$ cat src/dmb_pkg.sv
package dmb_pkg;
   localparam logic [6:0] ADDR_IND_PORT_0 = 7'h00;
   localparam logic [6:0] ADDR_MEM_PTR_0  = 7'h01;
   localparam logic [6:0] ADDR_IND_PORT_1 = 7'h02;
   localparam logic [6:0] ADDR_MEM_PTR_1  = 7'h03;
   localparam logic [6:0] ADDR_BANK_SEL   = 7'h04;
   localparam logic [6:0] ADDR_ACCUM      = 7'h05;
   localparam logic [6:0] ADDR_PC_LOW     = 7'h06;
   localparam logic [6:0] ADDR_SFR_LAST   = 7'h3f;
   localparam logic [6:0] ADDR_EEC        = 7'h40;
   localparam logic [6:0] ADDR_GPR_FIRST  = 7'h40;
   localparam int         BANK_BIT_POS    = 0;
   localparam logic       BANK_SEL_RST    = 1'b0;
   localparam logic [7:0] ACCUM_RST       = 8'h00;
   localparam logic [7:0] PTR_RST         = 8'h00;
   localparam logic [7:0] PC_LOW_RST      = 8'h00;
   localparam logic [7:0] READ_ZERO       = 8'h00;

   // Access request from the execution unit
   typedef struct packed {
      logic       rd;
      logic       wr;
      logic [6:0] addr;
      logic [7:0] wdata;
   } dmb_req_t;

   // Access toward special registers 07h..3Fh and EEPROM control (RAM stays internal); bank in bit 7 of addr
   typedef struct packed {
      logic       rd;
      logic       wr;
      logic [7:0] addr;
      logic [7:0] wdata;
   } dmb_mem_t;
endpackage
$ cat src/dmb_core.sv
`timescale 1ns/1ps
// Summary of operation
// - Indirect port accesses are redirected to the address in the matching pointer.
// - Port zero reaches bank 0; port one reaches bank chosen by bank select bit.
// - Indirect access to an indirect port reads zero and writes nothing.
// - Both memory pointers are ordinary read/write storage registers.
// - Direct accesses always go to bank 0.
// - Bank pointer bit 0 selects bank 0 or bank 1.
// - Bank bit resets to 0, except watchdog reset during power-down keeps it.
// - Bank pointer bits 7..1 read as zero.
// - Unused special addresses 2Eh..3Fh go to the external bus and read whatever it returns.
// - Writing program counter low loads low byte, jumping within current page.
// - Such a jump inserts one dummy instruction cycle.
// - Accumulator receives ALU intermediate results.
// - Special registers appear in every bank; EEPROM control at 40h only in bank 1.
// - 64-byte general RAM at 40h..7Fh of bank 0, fully read/write.
module dmb_core
(
   input  wire logic             clk_i,
   input  wire logic             rst_n_i,
   input  wire logic             ce_i,
   input  wire logic             wdt_pd_reset_i,
   input  wire dmb_pkg::dmb_req_t req_i,
   input  wire logic             alu_we_i,
   input  wire logic [7:0]       alu_result_i,
   input  wire logic             pc_advance_i,
   input  wire logic [7:0]       pc_next_low_i,
   input  wire logic [7:0]       ext_rdata_i,
   output logic [7:0]            rdata_o,
   output dmb_pkg::dmb_mem_t     ext_o,
   output logic [7:0]            accum_o,
   output logic [7:0]            pc_low_o,
   output logic                  pc_jump_o,
   output logic                  dummy_cycle_o,
   output logic                  bank_sel_o
);
   ////////////////////////////////////////////////////////////////////////
   logic [7:0] mp0_r, mp1_r, acc_r, pcl_r, rdata_r;
   logic       bank_r, jump_r, dummy_r;
   logic [7:0] gpr_r [64];
   dmb_pkg::dmb_mem_t ext_r;

   wire ind0   = req_i.addr == dmb_pkg::ADDR_IND_PORT_0;
   wire ind1   = req_i.addr == dmb_pkg::ADDR_IND_PORT_1;
   wire is_ind = ind0 | ind1;
   // Effective address: bank bit above pointer, pointer zero forced to bank 0
   wire [7:0] ptr      = ind1 ? mp1_r : mp0_r;
   wire       eff_bank = ind1 ? bank_r : 1'b0;
   wire [6:0] eff_addr = is_ind ? ptr[6:0] : req_i.addr;
   // Pointer bit 7 hits nothing mapped in this 128-byte bank
   wire       ptr_hi   = is_ind & ptr[7];
   wire       eff_port = is_ind & ((eff_addr == dmb_pkg::ADDR_IND_PORT_0)
                                 | (eff_addr == dmb_pkg::ADDR_IND_PORT_1));
   wire       kill     = eff_port | ptr_hi;
   wire       sfr      = eff_addr <= dmb_pkg::ADDR_SFR_LAST;
   wire       gpr_hit  = ~sfr & ~eff_bank & ~kill;
   wire       eec_hit  = eff_bank & (eff_addr == dmb_pkg::ADDR_EEC) & ~kill;
   wire       ext_hit  = (sfr & ~kill & (eff_addr > dmb_pkg::ADDR_PC_LOW)) | eec_hit;
   wire       loc_hit  = sfr & ~kill;
   wire       wr_mp0   = req_i.wr & loc_hit & (eff_addr == dmb_pkg::ADDR_MEM_PTR_0);
   wire       wr_mp1   = req_i.wr & loc_hit & (eff_addr == dmb_pkg::ADDR_MEM_PTR_1);
   wire       wr_bank  = req_i.wr & loc_hit & (eff_addr == dmb_pkg::ADDR_BANK_SEL);
   wire       wr_acc   = req_i.wr & loc_hit & (eff_addr == dmb_pkg::ADDR_ACCUM);
   wire       wr_pcl   = req_i.wr & loc_hit & (eff_addr == dmb_pkg::ADDR_PC_LOW);
   wire       wr_gpr   = req_i.wr & gpr_hit;
   wire [5:0] gidx     = eff_addr[5:0];

   logic [7:0] rd_nxt;
   always_comb
   begin
      rd_nxt = dmb_pkg::READ_ZERO;
      if (gpr_hit)
         rd_nxt = gpr_r[gidx];
      else if (ext_hit)
         rd_nxt = ext_rdata_i;
      else if (loc_hit)
      begin
         unique case (eff_addr)
            dmb_pkg::ADDR_MEM_PTR_0: rd_nxt = mp0_r;
            dmb_pkg::ADDR_MEM_PTR_1: rd_nxt = mp1_r;
            dmb_pkg::ADDR_BANK_SEL:  rd_nxt = {7'h00, bank_r};
            dmb_pkg::ADDR_ACCUM:     rd_nxt = acc_r;
            dmb_pkg::ADDR_PC_LOW:    rd_nxt = pcl_r;
            default:                 rd_nxt = dmb_pkg::READ_ZERO;
         endcase
      end
   end

   dmb_pkg::dmb_mem_t ext_nxt;
   always_comb
   begin
      ext_nxt.rd    = req_i.rd & ext_hit;
      ext_nxt.wr    = req_i.wr & ext_hit;
      ext_nxt.addr  = {eff_bank, eff_addr};
      ext_nxt.wdata = req_i.wdata;
   end

   ////////////////////////////////////////////////////////////////////////
   always_ff @(posedge clk_i)
   begin
      if (!rst_n_i)
      begin
         mp0_r   <= dmb_pkg::PTR_RST;
         mp1_r   <= dmb_pkg::PTR_RST;
         acc_r   <= dmb_pkg::ACCUM_RST;
         pcl_r   <= dmb_pkg::PC_LOW_RST;
         rdata_r <= dmb_pkg::READ_ZERO;
         jump_r  <= 1'b0;
         dummy_r <= 1'b0;
         ext_r   <= '0;
      end
      else if (ce_i)
      begin
         rdata_r <= rd_nxt;
         ext_r   <= ext_nxt;
         if (wr_mp0) mp0_r <= req_i.wdata;
         if (wr_mp1) mp1_r <= req_i.wdata;
         if (wr_acc) acc_r <= req_i.wdata;
         else if (alu_we_i) acc_r <= alu_result_i;
         if (wr_pcl) pcl_r <= req_i.wdata;
         else if (pc_advance_i) pcl_r <= pc_next_low_i;
         jump_r  <= wr_pcl;
         dummy_r <= jump_r;
      end
   end

   // Bank bit has its own reset so a watchdog wake from power-down keeps it
   always_ff @(posedge clk_i)
   begin
      if (!rst_n_i && !wdt_pd_reset_i)
         bank_r <= dmb_pkg::BANK_SEL_RST;
      else if (rst_n_i && ce_i && wr_bank)
         bank_r <= req_i.wdata[dmb_pkg::BANK_BIT_POS];
   end

   // RAM is not reset; contents are volatile and undefined at power-up
   always_ff @(posedge clk_i)
   begin
      if (rst_n_i && ce_i && wr_gpr)
         gpr_r[gidx] <= req_i.wdata;
   end

   assign rdata_o       = rdata_r;
   assign ext_o         = ext_r;
   assign accum_o       = acc_r;
   assign pc_low_o      = pcl_r;
   assign pc_jump_o     = jump_r;
   assign dummy_cycle_o = dummy_r;
   assign bank_sel_o    = bank_r;
endmodule

$ cat config.mk
export PLATFORM = sky130hd
export DESIGN_NAME = dmb_core
export DESIGN_NICKNAME = d
export VERILOG_FILES = /design/src/dmb_pkg.sv /design/src/dmb_core.sv
export SDC_FILE = /design/constraint.sdc
export NUM_CORES = 1
export LEC_CHECK = 0
export ABC_AREA = 1
export BUFFER_PORTS_ARGS = -buffer_cell sky130_fd_sc_hd__buf_2
export CAP_MARGIN = 5
export CORE_UTILIZATION = 25
export DETAILED_ROUTE_END_ITERATION = 8
export PLACE_DENSITY = 0.46
export SLEW_MARGIN = 20
export SYNTH_ARGS = -nofsm -noshare
export SYNTH_HDL_FRONTEND = slang
export SYNTH_SLANG_ARGS = --single-unit
$ cat constraint.sdc
create_clock -name clk_i -period 7.03 [get_ports clk_i]
set_input_delay 0.703 -clock clk_i [delete_from_list [all_inputs] [get_ports clk_i]]
set_output_delay 0.703 -clock clk_i [all_outputs]
set_load 0.01 [all_outputs]
After elaboration in Yosys (flattened, before gate mapping)

Memory sizes are Yosys's and may differ from the RTL's.
Index checks and enable logic that the tools add are counted.

$lt $le $gt $ge: 2
Eq/ne operators: 8
Multiplexer cells: 13
Bitwise gates (word level): 24
Reductions and logical operators: 14

Operator list:

| operator           | count |
|---|---|
| $mux 8             | 8 |
| $pmux 8 s5         | 1 |
| $eq 7x2->1 const B | 3 |
| $eq 7x3->1 const B | 3 |
| $and 1x1->1        | 17 |
| $logic_not 7->1    | 2 |
| $reduce_and 2->1   | 4 |
| $eq 7x1->1 const B | 1 |
| $eq 7x7->1 const B | 1 |
| $gt 7x3->1 const B | 1 |
| $le 7x6->1 const B | 1 |
| $mux 7             | 1 |
| $logic_and 1x1->1  | 4 |
| $or 1x1->1         | 4 |
| $reduce_bool 2->1  | 2 |
| $mux 1             | 3 |
| $not 1->1          | 3 |
| $logic_not 1->1    | 2 |

Register bits after elaboration: 61
Memory bits (writable): 512
Bits of input ports: 47
Memories: 1

Memories:

| name  | words | bits a word | rd ports | clocked after memory_dff | write ports | line           | text |
|---|---|---|---|---|---|---|---|
| gpr_r | 64    | 8           | 1        | 0                        | 1           | dmb_core.sv:40 | `logic [7:0] gpr_r [64];` |

Logic depth before layout (Yosys ltp)

Gate-level depths: netlist of run 1.

Word-level depth: 13
Depth in mapped cells: 21
Depth with buffers taken out: 20

Worst setup path after synthesis of run 1

No wires, ideal clock.

Kind: in2reg
Start point: input port req_i[10] in the netlist's numbering
End point: memory gpr_r[16][0], enable pin
Setup time: 0.370 ns
Arrival: 2.822 ns
Path slack: 3.837 ns
Stages on the path: 13
Path buffers: 0
Cell sequence: nor2_1 > nand2_1 > nor2_4 > nand2_1 > o21ai_4 > nor2_1 > nand3_2 > nand2_2 > inv_2 > nand3_2 > nor3_4 > nand3_1 > nor2_1

Cells in the longest elaborated chain, start to end: 13
Elaborated cells between the ends (all ways): 22
Those cells by class: 1 x order compare; 2 x eq/ne; 5 x mux; 11 x bitwise; 3 x reduce/logical

RTL lines:

| what                                                | line           | text |
|---|---|---|
| start, declared                                     | dmb_core.sv:23 | `input wire dmb_pkg::dmb_req_t req_i,` |
| branches (longest 13 deep; another with $le 7x6->1) | n/a            |  |
| end, declared                                       | dmb_core.sv:40 |  |

Parallel ways; which one is timed is not known.

Final worst setup path of run 1

Start point: input port req_i[8] in the netlist's numbering
End point: memory gpr_r[27][7], enable pin

Same word-level chain as after synthesis.

==> flow_summary.json, run 1 <==
{
  "ys_seq_area_share_pct": 65.8,
  "clock_sinks": 573,
  "place_ws_ps": 1660,
  "fp-row-count": 116,
  "area_growth_pct": 15.2,
  "gr-total-overflow": 0,
  "yosys_warnings": 0,
  "clockRootBuffer": "clkbuf_16",
  "cts_resized": 0,
  "cp_cell_sequence": "buf_2, inv_2, buf_4, nand2_1, nor2_4, nand2_2, nand2_1, nand3_1, nand2_4, nand2_1, nor2_1, nand2_1, nor2_1",
  "hpwl_mm": 48.3,
  "vias": 18200,
  "coreArea_um2": 100000,
  "synth.top_cell.area_share_pct": 60.9,
  "slowest_delay_ps": 820,
  "clk_latency_ps": 610,
  "place.gp.congestion": 0.872,
  "wl_per_cell_um": 19.3,
  "endpoint_kind": "flip-flop",
  "drt_iter0_drc": 1637,
  "h-tree-depth": 3,
  "cpMostUsedCell": "nand2_1",
  "hp-class": "in2reg",
  "crit_start": "req_i[8]",
  "cts_buffers": 66,
  "synth_cells": 2669,
  "min_period_ps": 4710,
  "grt_usage_pct": 15.4,
  "min-delay-start": "wdt_pd_reset_i",
  "yosys.area.top_type": "edfxtp_1",
  "start_util_pct": 25.2,
  "synth_edf_count": 512,
  "worst_ep_arrival_time_ps": 4940,
  "rsz0062_at_grt": "no",
  "setup_slack_ps": 2320,
  "syn_area_um2": 25200,
  "antenna_found_initial": 1,
  "critical-path-slowest-cell": "nor2_1",
  "tightest_slew_ps": 1080,
  "antenna_left": 0,
  "io_pins": 92,
  "mostFrequentLayoutCells": "nand2_1, edfxtp_1, inv_1",
  "setup_tns_ps": 0,
  "fill_cells": 10500,
  "power_density_nw_per_um2": 257,
  "area.sequential_um2": 16600,
  "synth-async-reset-ratio_pct": 0,
  "clkTransAtPathRegs_ps": 60,
  "slew_headroom_pct": 27.8,
  "max_freq_mhz": 212,
  "crit_family": "simple AND/OR/NAND/NOR gates",
  "syn-num-nets": 2716,
  "antennaDiodeCount": 0,
  "die_y_um": 320,
  "fin_nets": 2788,
  "yosys-top-cells-area": "edfxtp_1, nand2_1, dfxtp_1",
  "clockBufferDepth": 3,
  "grt_pass1_vias": 17700,
  "crit_path_start_kind": "input port",
  "layout_commonest_cell": "nand2_1",
  "max-vdd-ir-drop_mv": 0.143,
  "critPathMaxFanout": 24,
  "synth_seq_cells": 573,
  "rr_startpoint": "mp0_r[0]",
  "fin_crit_sh_pct": 67.0,
  "ys_types": 32,
  "cp_num_buf_inv": 3,
  "viasPerCell": 4.45,
  "drive_gt1_share_pct": 8.86,
  "p_leak_nw": 12.0,
  "required_ps": 7260,
  "setup_viol": 0,
  "clock_skew_ps": 16.1,
  "drtPass1Iterations": 7,
  "slew_violations": 0,
  "cts_tree": "done",
  "grt_pass1_wl_mm": 118,
  "outcome": "completed",
  "maxCapViolCount": 0,
  "dieArea_um2": 102000,
  "wirelength_mm": 78.9,
  "multi_input_area_um2": 7190,
  "finalHoldViolCount": 0,
  "die_w_um": 320,
  "grt_start_max_net_pins": 151,
  "r2r_slack_ps": 2750,
  "setup.worst_path.class": "in2reg",
  "syn-mean-instance-area_um2": 9.45,
  "ys.flop_type": "edfxtp_1",
  "route.detailed.drc": 0,
  "postCtsSetupBuffers": 0,
  "place.port_buffers": 91,
  "ctsHoldBuffers": 0
}
==> cells in the mapped netlist, types with 3 or more instances <==
master,instances
a211oi_1,6
a21oi_1,14
buf_1,19
buf_2,44
buf_6,3
clkbuf_1,46
clkinv_1,5
dfxtp_1,61
edfxtp_1,512
inv_1,250
inv_2,4
nand2_1,1179
nand2_2,5
nand3_1,241
nand3_2,3
nand3b_1,7
nand4_1,10
nor2_1,171
nor2_2,8
nor2_4,7
o21ai_0,55
o21ai_1,4
==> cells by family after synthesis <==
kind of cell / Yosys count / share of synthesized area (%)
flops: 573 / 65.8
simple gates: 1637 / 26.4
compound gates: 86 / 1.94
buf+inv: 373 / 5.89
==> tightest hold or removal path, cell delays in order <==
cell and delay (ps):
buf_2 80, o21ai_0 60, nor2_1 70
==> path summary, 6_finish.rpt <==
| path | endpoint | depth (start not counted) |
|---|---|---|
| worst max-delay path | gpr_r[27][7] | 13 |
| worst min-delay path | bank_sel_o | 3 |
| worst max register to register | gpr_r[63][2] | 13 |
| worst min register to register | rdata_o[1] | 2 |
==> sequential cells by signal, indices dropped and copies added, names as in the netlist <==
register / cells
pc_low_o: 8
mp1_r: 8
gpr_r: 512
dummy_cycle_o: 1
accum_o: 8
rdata_o: 8
pc_jump_o: 1
bank_sel_o: 1
mp0_r: 8
ext_o: 18
==> report_power, final <==
part	total [mW]	switching [mW]	internal (mW)
sequential	3.74	0.0133	3.72
clock	3.22	1.39	1.83
combinational	0.527	0.405	0.122
==> layer usage <==
layer	GRT usage, %	part of all wire, %	vias to the layer above	wire length, um
li1	-	-	8775	-
met1	21.3	46	8791	36200
met2	24.6	46	484	36500
met3	2.07	5.1	118	4000
met4	5.52	2.8	0	2240
met5	0	0	-	0
==> through the flow <==
stage          cells  total power [mW]  utilization (%)  area, um2  hold WS, ps
4_1_cts         4087              7.56             29.1      29100          312
5_1_grt         4087              7.73             29.1      29100          353
6_report        4087              7.48             29.1      29100          356
3_3_place_gp    3971              4.34             27.1      27100          434
2_1_floorplan   2669              4.08                -      25200          445
3_5_place_dp    3971              4.34             27.1      27100          441
==> final cells by class <==
class / instances / share of cell area, %
inverter: 259 / 3.34
multi-input combinational: 1723 / 24.7
tap: 1298 / 5.59
sequential: 573 / 57.1
clock inverter: 27 / 0.551
clock buffer: 89 / 6.30
timing repair buffer: 118 / 2.39
Power figures use the tool's default switching activity.
==> inputs of run 2 (changes only) <==
Clock period 7.03 ns to 4.78 ns, I/O delays scaled along.
==> run 2 against run 1 <==
Against the previous run:
- cell count grew 1.4%
- clock skew grew 6.4 ps
- critical path depth grew 1
- clock power grew 55%
- highest routed layer unchanged
- sequential power grew 47%
- first-iteration DRC count shrank 2.2%
- clock-buffer cell count shrank 11
- worst hold slack lost 230 ps
==> flow_summary.json, run 2 (synthesis gave the netlist of run 1 again) <==
{
  "die_w_um": 320,
  "viasPerCell": 4.37,
  "power_density_nw_per_um2": 381,
  "ctsHoldBuffers": 0,
  "grt_pass1_wl_mm": 116,
  "max_freq_mhz": 284,
  "route.detailed.drc": 0,
  "stdcell_area_um2": 29600,
  "wirelength_mm": 78.6,
  "setup_viol": 0,
  "place.gp.congestion": 0.888,
  "total_power_mw": 11.3,
  "setup_slack_ps": 1260,
  "cp_num_buf_inv": 2,
  "slowest_delay_ps": 730,
  "slew_headroom_pct": 27.5,
  "start_util_pct": 25.2,
  "crit_path_start_kind": "input port",
  "min_period_ps": 3520,
  "drive_gt1_share_pct": 10.7,
  "cts_buffers": 66,
  "gr-total-overflow": 0,
  "postCtsSetupBuffers": 0,
  "vias": 18100,
  "whs_ps": 129,
  "fp-row-count": 116,
  "antennaDiodeCount": 0,
  "slew_violations": 0,
  "area_growth_pct": 17.3,
  "clkTransAtPathRegs_ps": 60,
  "hp-class": "in2reg",
  "drt_iter0_drc": 1601,
  "dieArea_um2": 102000,
  "antenna_left": 0,
  "io_pins": 92,
  "place.port_buffers": 91,
  "cts_tree": "done",
  "fin_crit_sh_pct": 73.7,
  "grt_pass1_vias": 17300,
  "cp_num_cells": 14,
  "hpwl_mm": 49.9,
  "clockBufferDepth": 3,
  "setup_tns_ps": 0,
  "endpoint_kind": "flip-flop",
  "outcome": "completed",
  "grt_start_max_net_pins": 92,
  "worst_ep_arrival_time_ps": 3760,
  "critPathMaxFanout": 14,
  "cpMostUsedCell": "nor2_1",
  "clock_skew_ps": 22.5,
  "place_ws_ps": 613,
  "finalHoldViolCount": 0,
  "area.sequential_um2": 16600,
  "clockRootBuffer": "clkbuf_16",
  "cp_cell_sequence": "buf_2, nor2_1, nand2_1, nor2_4, nand2_1, o21ai_1, nor2_1, nand3_2, nand2_2, inv_2, nand3_2, nor3_4, nand3_1, nor2_1",
  "rsz0062_at_grt": "no",
  "critical-path-slowest-cell": "nor2_1",
  "mostFrequentLayoutCells": "nand2_1, edfxtp_1, inv_1",
  "clk_latency_ps": 610,
  "grt_usage_pct": 15.2,
  "clock_sinks": 573,
  "tightest_slew_ps": 1090,
  "layout_commonest_cell": "nand2_1",
  "ff2ff_path_depth": 12,
  "crit_family": "simple AND/OR/NAND/NOR gates",
  "maxCapViolCount": 0,
  "p_leak_nw": 12.3,
  "cts_resized": 0,
  "die_y_um": 320,
  "hold_depth": 3,
  "largest_reg_flops": 512,
  "coreArea_um2": 100000,
  "fill_cells": 10500,
  "max-vdd-ir-drop_mv": 0.212,
  "required_ps": 5010,
  "fin_nets": 2840,
  "multi_input_area_um2": 7190,
  "setup.worst_path.class": "in2reg",
  "wl_per_cell_um": 19.0,
  "top_register": "gpr_r",
  "post_dp_cell_area_um2": 27500,
  "drtPass1Iterations": 5,
  "antenna_found_initial": 2,
  "h-tree-depth": 3
}
-- run 2: worst register-to-register path: cells and delay by family (launching register included) --
kind	cells	cell delay (ps)
AOI/OAI and AO/OA	1	310
buffers and inverters	2	150
DFF	1	400
and+or+nand+nor	9	2240
-- run 2: power by group --
part	leakage, nW	internal, mW	switching (mW)
combinational	6.17	0.189	0.592
clock	1.03	2.91	2.08
sequential	5.10	5.47	0.0190
-- run 2: final cells by class --
class	instances	share of cell area [%]
clock inverter	43	1.33
tap	1298	5.49
sequential	573	56.1
multi-input combinational	1723	24.3
clock buffer	78	5.81
inverter	259	3.29
timing repair buffer	170	3.67
-- run 2: worst paths after layout --
kind,startpoint,endpoint,slack (ps)
hold reg to reg,dummy_cycle_o,dummy_cycle_o,440
setup reg to reg,mp0_r[4],gpr_r[15][7],1310
setup / recovery,req_i[11],gpr_r[15][7],1260
hold / removal,wdt_pd_reset_i,bank_sel_o,130
-- run 2: through the flow --
step	util, %	instances
floorplan	-	2669
global placement	27.5	4023
detailed placement	27.5	4023
CTS	29.6	4144
global route	29.6	4144
finish	29.6	4144
-- run 2: layer usage --
| layer | wire length (um) | vias up | part of all wire (%) | GRT usage [%] |
|---|---|---|---|---|
| met5 | 0 | - | 0 | 0 |
| met4 | 2400 | 0 | 3.1 | 5.57 |
| met3 | 3320 | 128 | 4.2 | 1.93 |
| met2 | 36000 | 410 | 46 | 24.2 |
| met1 | 36900 | 8697 | 47 | 21.2 |
| li1 | - | 8877 | - | - |
==> inputs of run 3 (changes only) <==
Settings changed: PLACE_DENSITY 0.46 to 0.47.
Clock period 4.78 ns to 3.1 ns, I/O delays scaled along.
==> run 3 against run 2 <==
Against the previous run:
- setup slack lost 820 ps
- global-route usage grew 0.40 points
- clock skew grew 1.8 ps
- utilization grew 1.5 points
- clock-buffer cell count grew 9
- routed wire length grew 2.6%
- flip-flop and latch count is the same
- non-clock buffer count grew 163
- design area grew 5.2%
==> flow_summary.json, run 3 (synthesis gave the netlist of run 1 again) <==
{
  "outcome": "completed",
  "drt_iter0_drc": 1422,
  "total_power_mw": 17.0,
  "setup_viol": 0,
  "drive_gt1_share_pct": 15.1,
  "io_pins": 92,
  "hpwl_mm": 53.7,
  "worst_ep_arrival_time_ps": 2980,
  "place.gp.congestion": 0.852,
  "grt_pass1_wl_mm": 119,
  "mostFrequentLayoutCells": "nand2_1, edfxtp_1, inv_1",
  "route.detailed.drc": 0,
  "clk_latency_ps": 630,
  "setup.worst_path.class": "reg2reg",
  "min_period_ps": 2660,
  "rsz0062_at_grt": "no",
  "grt_usage_pct": 15.6,
  "clock_skew_ps": 24.4,
  "coreArea_um2": 100000,
  "clockRootBuffer": "clkbuf_16",
  "clkTransAtPathRegs_ps": 70,
  "ctsHoldBuffers": 9,
  "slew_violations": 0,
  "antenna_left": 0,
  "whs_ps": 35.0,
  "grt_pass1_vias": 17900,
  "maxCapViolCount": 0,
  "antenna_found_initial": 3,
  "slew_headroom_pct": 31.7,
  "postCtsSetupBuffers": 0,
  "p_leak_nw": 13.2,
  "vias": 18700,
  "die_y_um": 320,
  "fin_nets": 2998,
  "clock_sinks": 573,
  "fp-row-count": 116,
  "endpoint_kind": "flip-flop",
  "viasPerCell": 4.34,
  "hp-class": "in2reg",
  "cts_resized": 0,
  "finalHoldViolCount": 0,
  "largest_reg_flops": 512,
  "power_density_nw_per_um2": 546,
  "die_w_um": 320,
  "h-tree-depth": 2,
  "drtPass1Iterations": 5,
  "fin_crit_sh_pct": 85.8,
  "tightest_slew_ps": 1020,
  "top_register": "gpr_r",
  "cts_buffers": 61,
  "dieArea_um2": 102000,
  "grt_start_max_net_pins": 49,
  "max-vdd-ir-drop_mv": 0.439,
  "cts_tree": "done",
  "layout_commonest_cell": "nand2_1",
  "wirelength_mm": 80.7,
  "crit_path_start_kind": "flip-flop",
  "gr-total-overflow": 0,
  "place.port_buffers": 91,
  "required_ps": 3420,
  "start_util_pct": 25.2,
  "wl_per_cell_um": 18.8,
  "clockBufferDepth": 3,
  "area_growth_pct": 23.4,
  "max_freq_mhz": 376,
  "critPathMaxFanout": 8
}
[run 3: per-layer routing]
layer,GRT usage (%),routed length [um]
met1,21.5,36800
met2,25.7,38000
met3,1.99,3780
met4,4.44,2130
met5,0,0
[run 3: cell type report]
type / instances / area (um2)
diodes: 1 / 2.50
clock buffers: 87 / 1710
flip-flops and latches: 573 / 16600
multi-input cells: 1723 / 7190
repair buffers: 333 / 2810
inverters: 259 / 972
clock inverters: 25 / 225
fillers: 10300 / 68900
well taps: 1298 / 1620
[run 3: path summary, 6_finish.rpt]
path / start / end / slack, ps / cells after the start
worst max-delay path: mp0_r[4] / gpr_r[63][7] / 440 / 11
worst min-delay path: pc_next_low_i[1] / pc_low_o[1] / 40 / 5
worst max register to register: mp0_r[4] / gpr_r[63][7] / 440 / 11
worst min register to register: dummy_cycle_o / dummy_cycle_o / 450 / 2
[run 3: critical path, stage by stage (launching register included)]
cell and delay (ps):
dfxtp_1 420, inv_1 60, nand2_1 60, nand2_1 60, o21ai_1 210, buf_4 160, nand2_1 80, nor2_1 370
clkinv_1 330, buf_4 240, nor2_1 140, buf_4 200
[run 3: through the flow]
step	cells	util (%)	setup WS (ps)	area (um2)	TNS, ps
finish	4299	31.1	439	31100	0
global route	4299	31.1	273	31100	0
CTS	4298	31.1	435	31100	0
detailed placement	4177	29.1	-148	29100	-4160
global placement	4177	29.1	-146	29100	-4090
floorplan	2669	-	300	25200	0
[run 3: power by group]
group | leakage [nW] | internal [mW] | switching (mW)
registers | 5.10 | 8.44 | 0.0305
clock network | 0.944 | 4.13 | 3.02
logic | 7.16 | 0.435 | 0.949
